==> config.mk <==
export PLATFORM = sky130hd
export DESIGN_NAME = ast_transmitter
export DESIGN_NICKNAME = d
export VERILOG_FILES = /design/src/ast_baud_gen.v /design/src/ast_pair_buf.v /design/src/ast_transmitter.v
export VERILOG_INCLUDE_DIRS = /design/src /design/src/common
export SDC_FILE = /design/constraint.sdc
export NUM_CORES = 1
export LEC_CHECK = 0
export BUFFER_PORTS_ARGS = -buffer_cell sky130_fd_sc_hd__buf_4
export CAP_MARGIN = 30
export CORE_ASPECT_RATIO = 1.25
export CORE_UTILIZATION = 44
export CTS_CLUSTER_DIAMETER = 200
export DETAILED_ROUTE_END_ITERATION = 7
export PLACE_DENSITY = 0.67
export SLEW_MARGIN = 10
export SYNTH_ARGS = -nofsm -noshare
export SYNTH_HDL_FRONTEND = slang
export SYNTH_SLANG_ARGS = --single-unit
==> constraint.sdc <==
create_clock -name clk -period 2.3 [get_ports clk]
set_input_delay 0.345 -clock clk [delete_from_list [all_inputs] [get_ports clk]]
set_output_delay 0.345 -clock clk [all_outputs]
set_load 0.05 [all_outputs]
==> src/common/ast_defs.vh <==
`ifndef AST_DEFS_VH
`define AST_DEFS_VH

// baud generator
`define AST_DIV_W          13
`define AST_OVERSAMPLE_MAX 4'hF

// frame lengths in bit times (start + data + stop)
`define AST_FRAME8_BITS    4'hA
`define AST_FRAME9_BITS    4'hB

// frame field positions: start and data LSB inside the 11-bit shifter image, parity inside the 9-bit data character
`define AST_START_POS      0
`define AST_DATA_LSB_POS   1
`define AST_PAR8_POS       7
`define AST_PAR9_POS       8

// line levels
`define AST_MARK           1'b1
`define AST_SPACE          1'b0

// reset values of the status flags
`define AST_TX_BUFFER_EMPTY_FLAG_RST       1'b1
`define AST_TC_RST         1'b1

// shifter images for the special characters
`define AST_IDLE_FRAME     11'h7FF
`define AST_BREAK_FRAME    11'h000

`endif

==> src/ast_baud_gen.v <==
`timescale 1ns/1ps
`include "ast_defs.vh"

// 13-bit modulo divider running on the bus clock; one x16 tick per period,
// one bit tick per sixteen x16 ticks; divisor zero stops it
module ast_baud_gen #(
  parameter DIV_W = `AST_DIV_W
) (
  input  wire             clk,
  input  wire             sys_rst,
  input  wire             run,
  input  wire [DIV_W-1:0] divisor,
  output reg              sampleTick_r,
  output reg              bitTick_r
);

  reg  [DIV_W-1:0] divCnt_r;
  reg  [3:0]       subCnt_r;
  wire             divWrap;

  assign divWrap = run && (divisor != {DIV_W{1'b0}}) &&
                   (divCnt_r >= divisor - {{(DIV_W-1){1'b0}}, 1'b1});

  always @(posedge clk or posedge sys_rst)
  begin
    if (sys_rst)
    begin
      divCnt_r     <= {DIV_W{1'b0}};
      subCnt_r     <= 4'h0;
      sampleTick_r <= 1'b0;
      bitTick_r    <= 1'b0;
    end
    else
    begin
      sampleTick_r <= divWrap;
      bitTick_r    <= divWrap && (subCnt_r == `AST_OVERSAMPLE_MAX);
      if (!run || divisor == {DIV_W{1'b0}})
      begin
        divCnt_r <= {DIV_W{1'b0}};
        subCnt_r <= 4'h0;
      end
      else if (divWrap)
      begin
        divCnt_r <= {DIV_W{1'b0}};
        subCnt_r <= subCnt_r + 4'h1;
      end
      else
        divCnt_r <= divCnt_r + {{(DIV_W-1){1'b0}}, 1'b1};
    end
  end

endmodule // ast_baud_gen

==> src/ast_pair_buf.v <==
`timescale 1ns/1ps

// two-entry buffer with valid/ready on both sides
module ast_pair_buf #(
  parameter WIDTH = 9
) (
  input  wire             clk,
  input  wire             sys_rst,
  input  wire             inValid,
  input  wire [WIDTH-1:0] inData,
  output wire             inReady,
  output wire             outValid,
  output wire [WIDTH-1:0] outData,
  input  wire             outReady
);

  reg  [WIDTH-1:0] mem [0:1];
  reg              wrPtr_r;
  reg              rdPtr_r;
  reg  [1:0]       count_r;
  wire             push;
  wire             pop;

  assign inReady  = (count_r != 2'h2);
  assign outValid = (count_r != 2'h0);
  assign outData  = mem[rdPtr_r];
  assign push     = inValid && inReady;
  assign pop      = outValid && outReady;

  always @(posedge clk)
  begin
    if (push)
      mem[wrPtr_r] <= inData;
  end

  always @(posedge clk or posedge sys_rst)
  begin
    if (sys_rst)
    begin
      wrPtr_r <= 1'b0;
      rdPtr_r <= 1'b0;
      count_r <= 2'h0;
    end
    else
    begin
      if (push)
        wrPtr_r <= ~wrPtr_r;
      if (pop)
        rdPtr_r <= ~rdPtr_r;
      if (push && !pop)
        count_r <= count_r + 2'h1;
      else if (pop && !push)
        count_r <= count_r - 2'h1;
    end
  end

endmodule // ast_pair_buf

==> src/ast_transmitter.v <==
// Operation
// baud generator runs from the bus clock
// thirteen-bit modulo divider sets baud rate
// separate enables, one shared baud generator
// enabling transmitter queues one all-high preamble
// enabled and empty: line held high
// shifter holds ten or eleven bits
// start low, data LSB first, stop high
// data write fills transmit data buffer
// load shifter on bit tick, set buffer-empty
// status read then write clears buffer-empty
// nothing waiting after stop: set complete, idle
// complete only when everything sent, line high
// disable waits for data, idle, break; a character still in the buffer is not sent while tx_enable is low
// break is all zeros including stop
// pulsing send-break queues one break
// send-break still set at load: queue another
// toggling enable off then on queues idle
// pin held while shifter runs with enable low
// software drives spare pin high if released
// hardware parity bit on transmit when enabled
// buffer-empty and complete exposed as events
// buffer-empty interrupt requested while flag set
`timescale 1ns/1ps
`include "ast_defs.vh"

module ast_transmitter #(
  parameter DIV_W = `AST_DIV_W
) (
  input  wire             clk,
  input  wire             sys_rst,
  input  wire             tx_enable,
  input  wire             rx_enable,
  input  wire             send_break,
  input  wire             nineBitMode,
  input  wire             parityEnable,
  input  wire             parityOdd,
  input  wire [DIV_W-1:0] baudDivisor,
  input  wire             tx_buffer_empty_irq_enable,
  input  wire             tx_complete_irq_enable,
  input  wire             statusRead,
  input  wire             dataWrValid,
  input  wire [8:0]       dataWrChar,
  output reg              dataWrReady_r,
  output reg              tx_buffer_empty_flag_r,
  output reg              tx_complete_flag_r,
  output reg              txBufferEmptyIrq_r,
  output reg              txCompleteIrq_r,
  output reg              serial_out_pin_r,
  output reg              serialOutEnable_r,
  output reg              rxSampleTick_r
);

  localparam ST_IDLE  = 2'b01;
  localparam ST_SHIFT = 2'b10;

  // builds the shifter image: start, data LSB first, optional parity, stop
  function [10:0] buildFrame;
    input [8:0] d;
    input       nine;
    input       parEn;
    input       parOdd;
    reg   [8:0] pd;
    begin
      pd = d;
      if (parEn && nine)
        pd[`AST_PAR9_POS] = ^d[7:0] ^ parOdd;
      else if (parEn)
        pd[`AST_PAR8_POS] = ^d[6:0] ^ parOdd;
      if (nine)
        buildFrame = {`AST_MARK, pd[8:0], `AST_SPACE};
      else
        buildFrame = {`AST_MARK, `AST_MARK, pd[7:0], `AST_SPACE};
    end
  endfunction

  reg  [1:0]  state_r;
  reg  [1:0]  state_nxt;
  reg  [10:0] shift_r;
  reg  [10:0] shift_nxt;
  reg  [3:0]  bitsLeft_r;
  reg  [3:0]  bitsLeft_nxt;
  reg         lineOut_nxt;
  reg         idleQ_r;
  reg         idleQ_nxt;
  reg         breakQ_r;
  reg         breakQ_nxt;
  reg         txEnPrev_r;
  reg         brkPrev_r;
  reg         readArm_r;
  reg         readArm_nxt;
  reg         tx_buffer_empty_flag_nxt;
  reg         tc_nxt;
  reg         loadData;
  reg         loadAny;
  wire        bufInReady;
  wire        bufOutValid;
  wire [8:0]  bufOutData;
  wire        sampleTick;
  wire        bitTick;
  wire        baudRun;
  wire        writeTaken;
  wire [3:0]  frameLen;

  assign frameLen   = nineBitMode ? `AST_FRAME9_BITS : `AST_FRAME8_BITS;
  assign writeTaken = dataWrValid && bufInReady;
  assign baudRun    = tx_enable || rx_enable || (state_r == ST_SHIFT) ||
                      idleQ_r || breakQ_r;

  // bus-clock divider shared with the receiver
  ast_baud_gen #(
    .DIV_W        (DIV_W)
  ) u_baud (
    .clk          (clk),
    .sys_rst      (sys_rst),
    .run          (baudRun),
    .divisor      (baudDivisor),
    .sampleTick_r (sampleTick),
    .bitTick_r    (bitTick)
  );

  // transmit data buffer; a full buffer stalls the writer
  ast_pair_buf #(
    .WIDTH    (9)
  ) u_buf (
    .clk      (clk),
    .sys_rst  (sys_rst),
    .inValid  (dataWrValid),
    .inData   (dataWrChar),
    .inReady  (bufInReady),
    .outValid (bufOutValid),
    .outData  (bufOutData),
    .outReady (loadData)
  );

  // shifter sequencing, special characters take priority over data
  always @*
  begin
    state_nxt    = state_r;
    shift_nxt    = shift_r;
    bitsLeft_nxt = bitsLeft_r;
    lineOut_nxt  = serial_out_pin_r;
    idleQ_nxt    = idleQ_r;
    breakQ_nxt   = breakQ_r;
    loadData     = 1'b0;
    loadAny      = 1'b0;
    if (tx_enable && !txEnPrev_r)
      idleQ_nxt = 1'b1;
    if (send_break && !brkPrev_r)
      breakQ_nxt = 1'b1;
    case (state_r)
      ST_IDLE:
      begin
        if (bitTick)
        begin
          if (breakQ_r)
          begin
            loadAny    = 1'b1;
            shift_nxt  = `AST_BREAK_FRAME;
            breakQ_nxt = send_break;
          end
          else if (idleQ_r)
          begin
            loadAny   = 1'b1;
            shift_nxt = `AST_IDLE_FRAME;
            idleQ_nxt = 1'b0;
          end
          else if (bufOutValid && tx_enable)
          begin
            loadAny   = 1'b1;
            loadData  = 1'b1;
            shift_nxt = buildFrame(bufOutData, nineBitMode, parityEnable, parityOdd);
          end
          if (loadAny)
          begin
            lineOut_nxt  = shift_nxt[`AST_START_POS];
            shift_nxt    = {`AST_MARK, shift_nxt[10:1]};
            bitsLeft_nxt = frameLen - 4'h1;
            state_nxt    = ST_SHIFT;
          end
          else
            lineOut_nxt = `AST_MARK;
        end
      end
      ST_SHIFT:
      begin
        if (bitTick)
        begin
          if (bitsLeft_r != 4'h0)
          begin
            lineOut_nxt  = shift_r[0];
            shift_nxt    = {`AST_MARK, shift_r[10:1]};
            bitsLeft_nxt = bitsLeft_r - 4'h1;
          end
          else
          begin
            // last bit has served its full time; line returns to mark
            lineOut_nxt = `AST_MARK;
            state_nxt   = ST_IDLE;
          end
        end
      end
      default:
      begin
        state_nxt   = ST_IDLE;
        lineOut_nxt = `AST_MARK;
      end
    endcase
  end

  // flag handling: buffer-empty hardware set wins over the software clear; for complete, any clear wins over the set
  always @*
  begin
    tx_buffer_empty_flag_nxt    = tx_buffer_empty_flag_r;
    readArm_nxt = readArm_r;
    if (statusRead && tx_buffer_empty_flag_r)
      readArm_nxt = 1'b1;
    if (writeTaken && readArm_r)
    begin
      tx_buffer_empty_flag_nxt    = 1'b0;
      readArm_nxt = 1'b0;
    end
    if (loadData)
      tx_buffer_empty_flag_nxt = 1'b1;
    tc_nxt = tx_complete_flag_r;
    if (loadAny || idleQ_nxt || breakQ_nxt || writeTaken)
      tc_nxt = 1'b0;
    else if (state_r == ST_IDLE && bitTick && !bufOutValid)
      tc_nxt = 1'b1;
  end

  always @(posedge clk or posedge sys_rst)
  begin
    if (sys_rst)
    begin
      state_r                <= ST_IDLE;
      shift_r                <= `AST_IDLE_FRAME;
      bitsLeft_r             <= 4'h0;
      idleQ_r                <= 1'b0;
      breakQ_r               <= 1'b0;
      txEnPrev_r             <= 1'b0;
      brkPrev_r              <= 1'b0;
      readArm_r              <= 1'b0;
      serial_out_pin_r       <= `AST_MARK;
      serialOutEnable_r      <= 1'b0;
      tx_buffer_empty_flag_r <= `AST_TX_BUFFER_EMPTY_FLAG_RST;
      tx_complete_flag_r     <= `AST_TC_RST;
      txBufferEmptyIrq_r     <= 1'b0;
      txCompleteIrq_r        <= 1'b0;
      dataWrReady_r          <= 1'b0;
      rxSampleTick_r         <= 1'b0;
    end
    else
    begin
      state_r                <= state_nxt;
      shift_r                <= shift_nxt;
      bitsLeft_r             <= bitsLeft_nxt;
      idleQ_r                <= idleQ_nxt;
      breakQ_r               <= breakQ_nxt;
      txEnPrev_r             <= tx_enable;
      brkPrev_r              <= send_break;
      readArm_r              <= readArm_nxt;
      serial_out_pin_r       <= lineOut_nxt;
      // pin stays owned while tx_enable is high, a character is shifting or a special is queued
      serialOutEnable_r      <= tx_enable || (state_nxt == ST_SHIFT) ||
                                idleQ_nxt || breakQ_nxt;
      tx_buffer_empty_flag_r <= tx_buffer_empty_flag_nxt;
      tx_complete_flag_r     <= tc_nxt;
      txBufferEmptyIrq_r     <= tx_buffer_empty_flag_nxt && tx_buffer_empty_irq_enable;
      txCompleteIrq_r        <= tc_nxt && tx_complete_irq_enable;
      dataWrReady_r          <= bufInReady;
      rxSampleTick_r         <= sampleTick && rx_enable;
    end
  end

endmodule // ast_transmitter

==> key figures <==
STA
  – Final Hold Fails: 0
  – Period utilisation layout: 1.095
  – Slew headroom: 0.5507
  – RSZ-0062 raised after global routing: yes
  – Setup-failing EPs final: 19
  – Post-layout worst setup margin: -0.2192 ns
  – Clock skew: 0.009969 ns
  – Actual slew at the worst max-slew pin: 0.6714 ns
  – Max-slew violations: 0
  – Setup TNS: -2.924 ns
  – Fin crit period: 2.519 ns
  – Peak Freq: 0.3970 GHz

Global routing
  – Initial antenna violation count: 0
  – Vias in the first global route: 2896
  – Largest net degree at the start of global routing: 22
  – M1 GR Usage: 0.2106
  – GRT met2 Usage: 0.3474
  – Met3 Use GR: 0.03106
  – Global Route Usage Sum: 0.1857
  – First-pass GRT wire length: 13080 um
  – Most used routing layer: met2
  – Global route overflow: 0

Pwr
  – Leakage: 0.002127 uW
  – Max VDD drop: 331.3 uV
  – Pwr/cell area: 915.1 mW/mm^2

Run
  – Max cap viols: 0

Detailed routing
  – Final wirelength: 7763 um
  – Router iterations before antenna repair: 5
  – Wire per inst: 14.14 um
  – Drt first-iter violations: 75
  – DRC Markers: 0
  – Vias: 2881
  – Vias per cell: 5.248
  – Antenna Nets Post-Route: 0

Cells and area
  – Fillers: 733
  – Nets: 503
  – Layout Cells excl Fill: 549
  – Register area: 0.001886 sq mm
  – Area growth from synthesis to layout: 29.44%
  – Multi-input logic area: 0.001984 sq mm
  – Ratio of cells with drive above 1 in the final layout: 0.3119
  – Inserted Diodes: 0

Outcome
  – Failing checks: setup timing
  – Status: finished with violations

Synthesis
  – Complex-gate fraction of the synthesized area: 0.1237
  – Yosys reg bits: 71
  – Post-Synth Adder-Cell Area: 0.07220
  – Number of synthesized flops with an enable pin: 18
  – Share of the synthesized area in the top cell type: 0.2494
  – Ranking of synthesized cells by area: dfrtp_1 25%, edfxtp_1 14%, dfstp_2 10%
  – Post-synth top cells: 38 x dfrtp_1, 38 x nor2_1, 29 x nand2_1, 22 x a21oi_1, 22 x ha_1
  – Xor and xnor area share after synthesis: 0.08960
  – FFs w/ async S/R, synth: 0.7465
  – Yosys warns: 0
  – Mux cell area share after synthesis: 0.03971
  – Post-Synth Simple-Gate Area: 0.1487
  – Netlist cell types: 53
  – Synth Net Count: 419
  – Post-synth top area cell: dfrtp_1
  – Cell Area, Synth: 0.003812 sq mm
  – Syn avg cell area: 10.50 sq um
  – Ys flop type: dfrtp_1
  – Synth Instances: 363
  – Seq/Total Area, Yosys: 0.4946
  – Largest family of logic cells by synthesized area: simple AND/OR/NAND/NOR gates

Placement
  – Setup WS pre-CTS: -0.7739 ns
  – Placed insts: 528
  – Routability cong.: 0.8099
  – IO buf count: 41
  – Post-DP HPWL: 5912 um

Floorplanning
  – Rows: 37
  – Initial Util: 0.4575
  – Die ar.: 0.009043 sq mm
  – Core Area: 0.008333 sq mm
  – Ports: 42
  – Die height: 106.1 um
  – Die W: 85.26 um

Clock tree
  – Clock root buffer: clkbuf_8
  – Clock transition at path regs: 0.07 ns
  – CTS HTree Levels: 3
  – Clk_lat worst skew: 0.34 ns
  – TritonCTS clock tree: done
  – TritonCTS Sinks: 71
  – CTS max path bufs: 2
  – Number of buffers created by CTS: 9

Critical path
  – Crit path max fanout: 6
  – Req. time, crit path: 2.53 ns
  – Kind of critical path: in2reg
  – Critical Path Sink Type: flop
  – Crit path DAT: 2.75 ns
  – FF-to-FF path depth: 9
  – Critical path launch point type: primary input

Min path
  – Number of cells on the worst hold path: 1
  – Worst min path class: in2reg
-- metal layers --
layer	routed length [um]	share of wire
met5	0	0
met4	79	0.010
met3	164	0.021
met2	4264	0.55
met1	3254	0.42
-- power by group --
group | switching, uW | internal (uW)
combinational | 857 | 764
clock | 453 | 563
sequential | 234 | 1640
-- cells by family (layout without fill, tap and decap cells) --
family                     count (synthesis)  after routing
DFF                                       71             71
muxes                                     15             15
and+or+nand+nor                          119            120
adders and majority gates                 22             22
AOI/OAI and AO/OA                         68             68
buffers and inverters                     29            117
xor gates and xnor gates                  39             39
-- final timing paths --
path,startpoint,endpoint,slack (ns)
setup / recovery,baudDivisor[3],u_baud.subCnt_r[1]$_DFFE_PP0P_,-0.22
hold / removal,send_break,brkPrev_r$_DFF_PP0_,0.13
setup reg to reg,u_baud.divCnt_r[6]$_DFF_PP0_,u_baud.subCnt_r[1]$_DFFE_PP0P_,0
hold reg to reg,u_baud.sampleTick_r$_DFF_PP0_,rxSampleTick_r$_DFF_PP0_,0.46
max in group asynchronous,sys_rst,shift_r[6]$_DFFE_PP1P_,1.08
min in group asynchronous,sys_rst,u_baud.subCnt_r[0]$_DFFE_PP0P_,0.56
-- area by class of cell --
| cell class | count | area share |
|---|---|---|
| clock buffers | 11 | 0.03093 |
| clock inverters | 5 | 0.01116 |
| inverters | 20 | 0.01927 |
| multi-input cells | 264 | 0.4021 |
| flip-flops and latches | 71 | 0.3821 |
| well taps | 97 | 0.02459 |
| repair buffers | 81 | 0.1298 |
-- critical path, stage by stage --
cell      delay, ns
buf_4          0.12
buf_6          0.11
nor4_4         0.29
xnor2_1        0.16
ha_1           0.26
a21o_1         0.17
a21o_1         0.15
a21o_1         0.15
a211o_1        0.29
a221oi_4       0.30
buf_12         0.18
mux2i_1        0.18
nor2_1         0.05
-- through the flow --
stage               hold slack, ns  total power [uW]  area [sq um]    util
floorplan                   0.3764              2840          3867       -
global placement            0.3663              3269          4534  0.5441
detailed placement          0.3766              3342          4534  0.5441
CTS                         0.1153              4481          4885  0.5862
global route                0.1133              4829          4935  0.5922
finish                      0.1317              4516          4935  0.5922
-- flip-flops by register name, indices dropped and copies added, names as in the netlist, 2 cells and up --
| signal | cells |
|---|---|
| u_baud.subCnt_r | 4 |
| bitsLeft_r | 4 |
| u_buf.count_r | 2 |
| u_buf.mem | 18 |
| u_baud.divCnt_r | 13 |
| state_r | 2 |
| shift_r | 11 |
-- placed cells by master, fill, tap and decap left out, types with 5 or more instances in the layout --
cell type / Yosys / layout
a21o_1: 6 / 6
a21oi_1: 22 / 21
and2_1: 5 / 5
buf_4: 0 / 75
clkbuf_8: 0 / 9
dfrtp_1: 38 / 38
dfstp_2: 15 / 15
edfxtp_1: 18 / 18
ha_1: 22 / 21
inv_1: 20 / 17
mux2i_1: 14 / 14
nand2_1: 29 / 29
nand2b_1: 7 / 6
nand3_1: 7 / 7
nor2_1: 38 / 25
nor2_4: 0 / 10
nor3_1: 9 / 8
o21ai_0: 13 / 12
xnor2_1: 18 / 18
xor2_1: 21 / 21
-- repair_timing --
item                                   4_1_cts  5_1_grt
setup endpoints to repair                   19       22
endpoints found under the hold margin        1        0
buffers inserted                             2        1
cloned                                       2        0
gates resized for setup                     21       19
pin swaps                                    6        1
hold buffers                                 1        0
(Power assumes the default switching activity.)
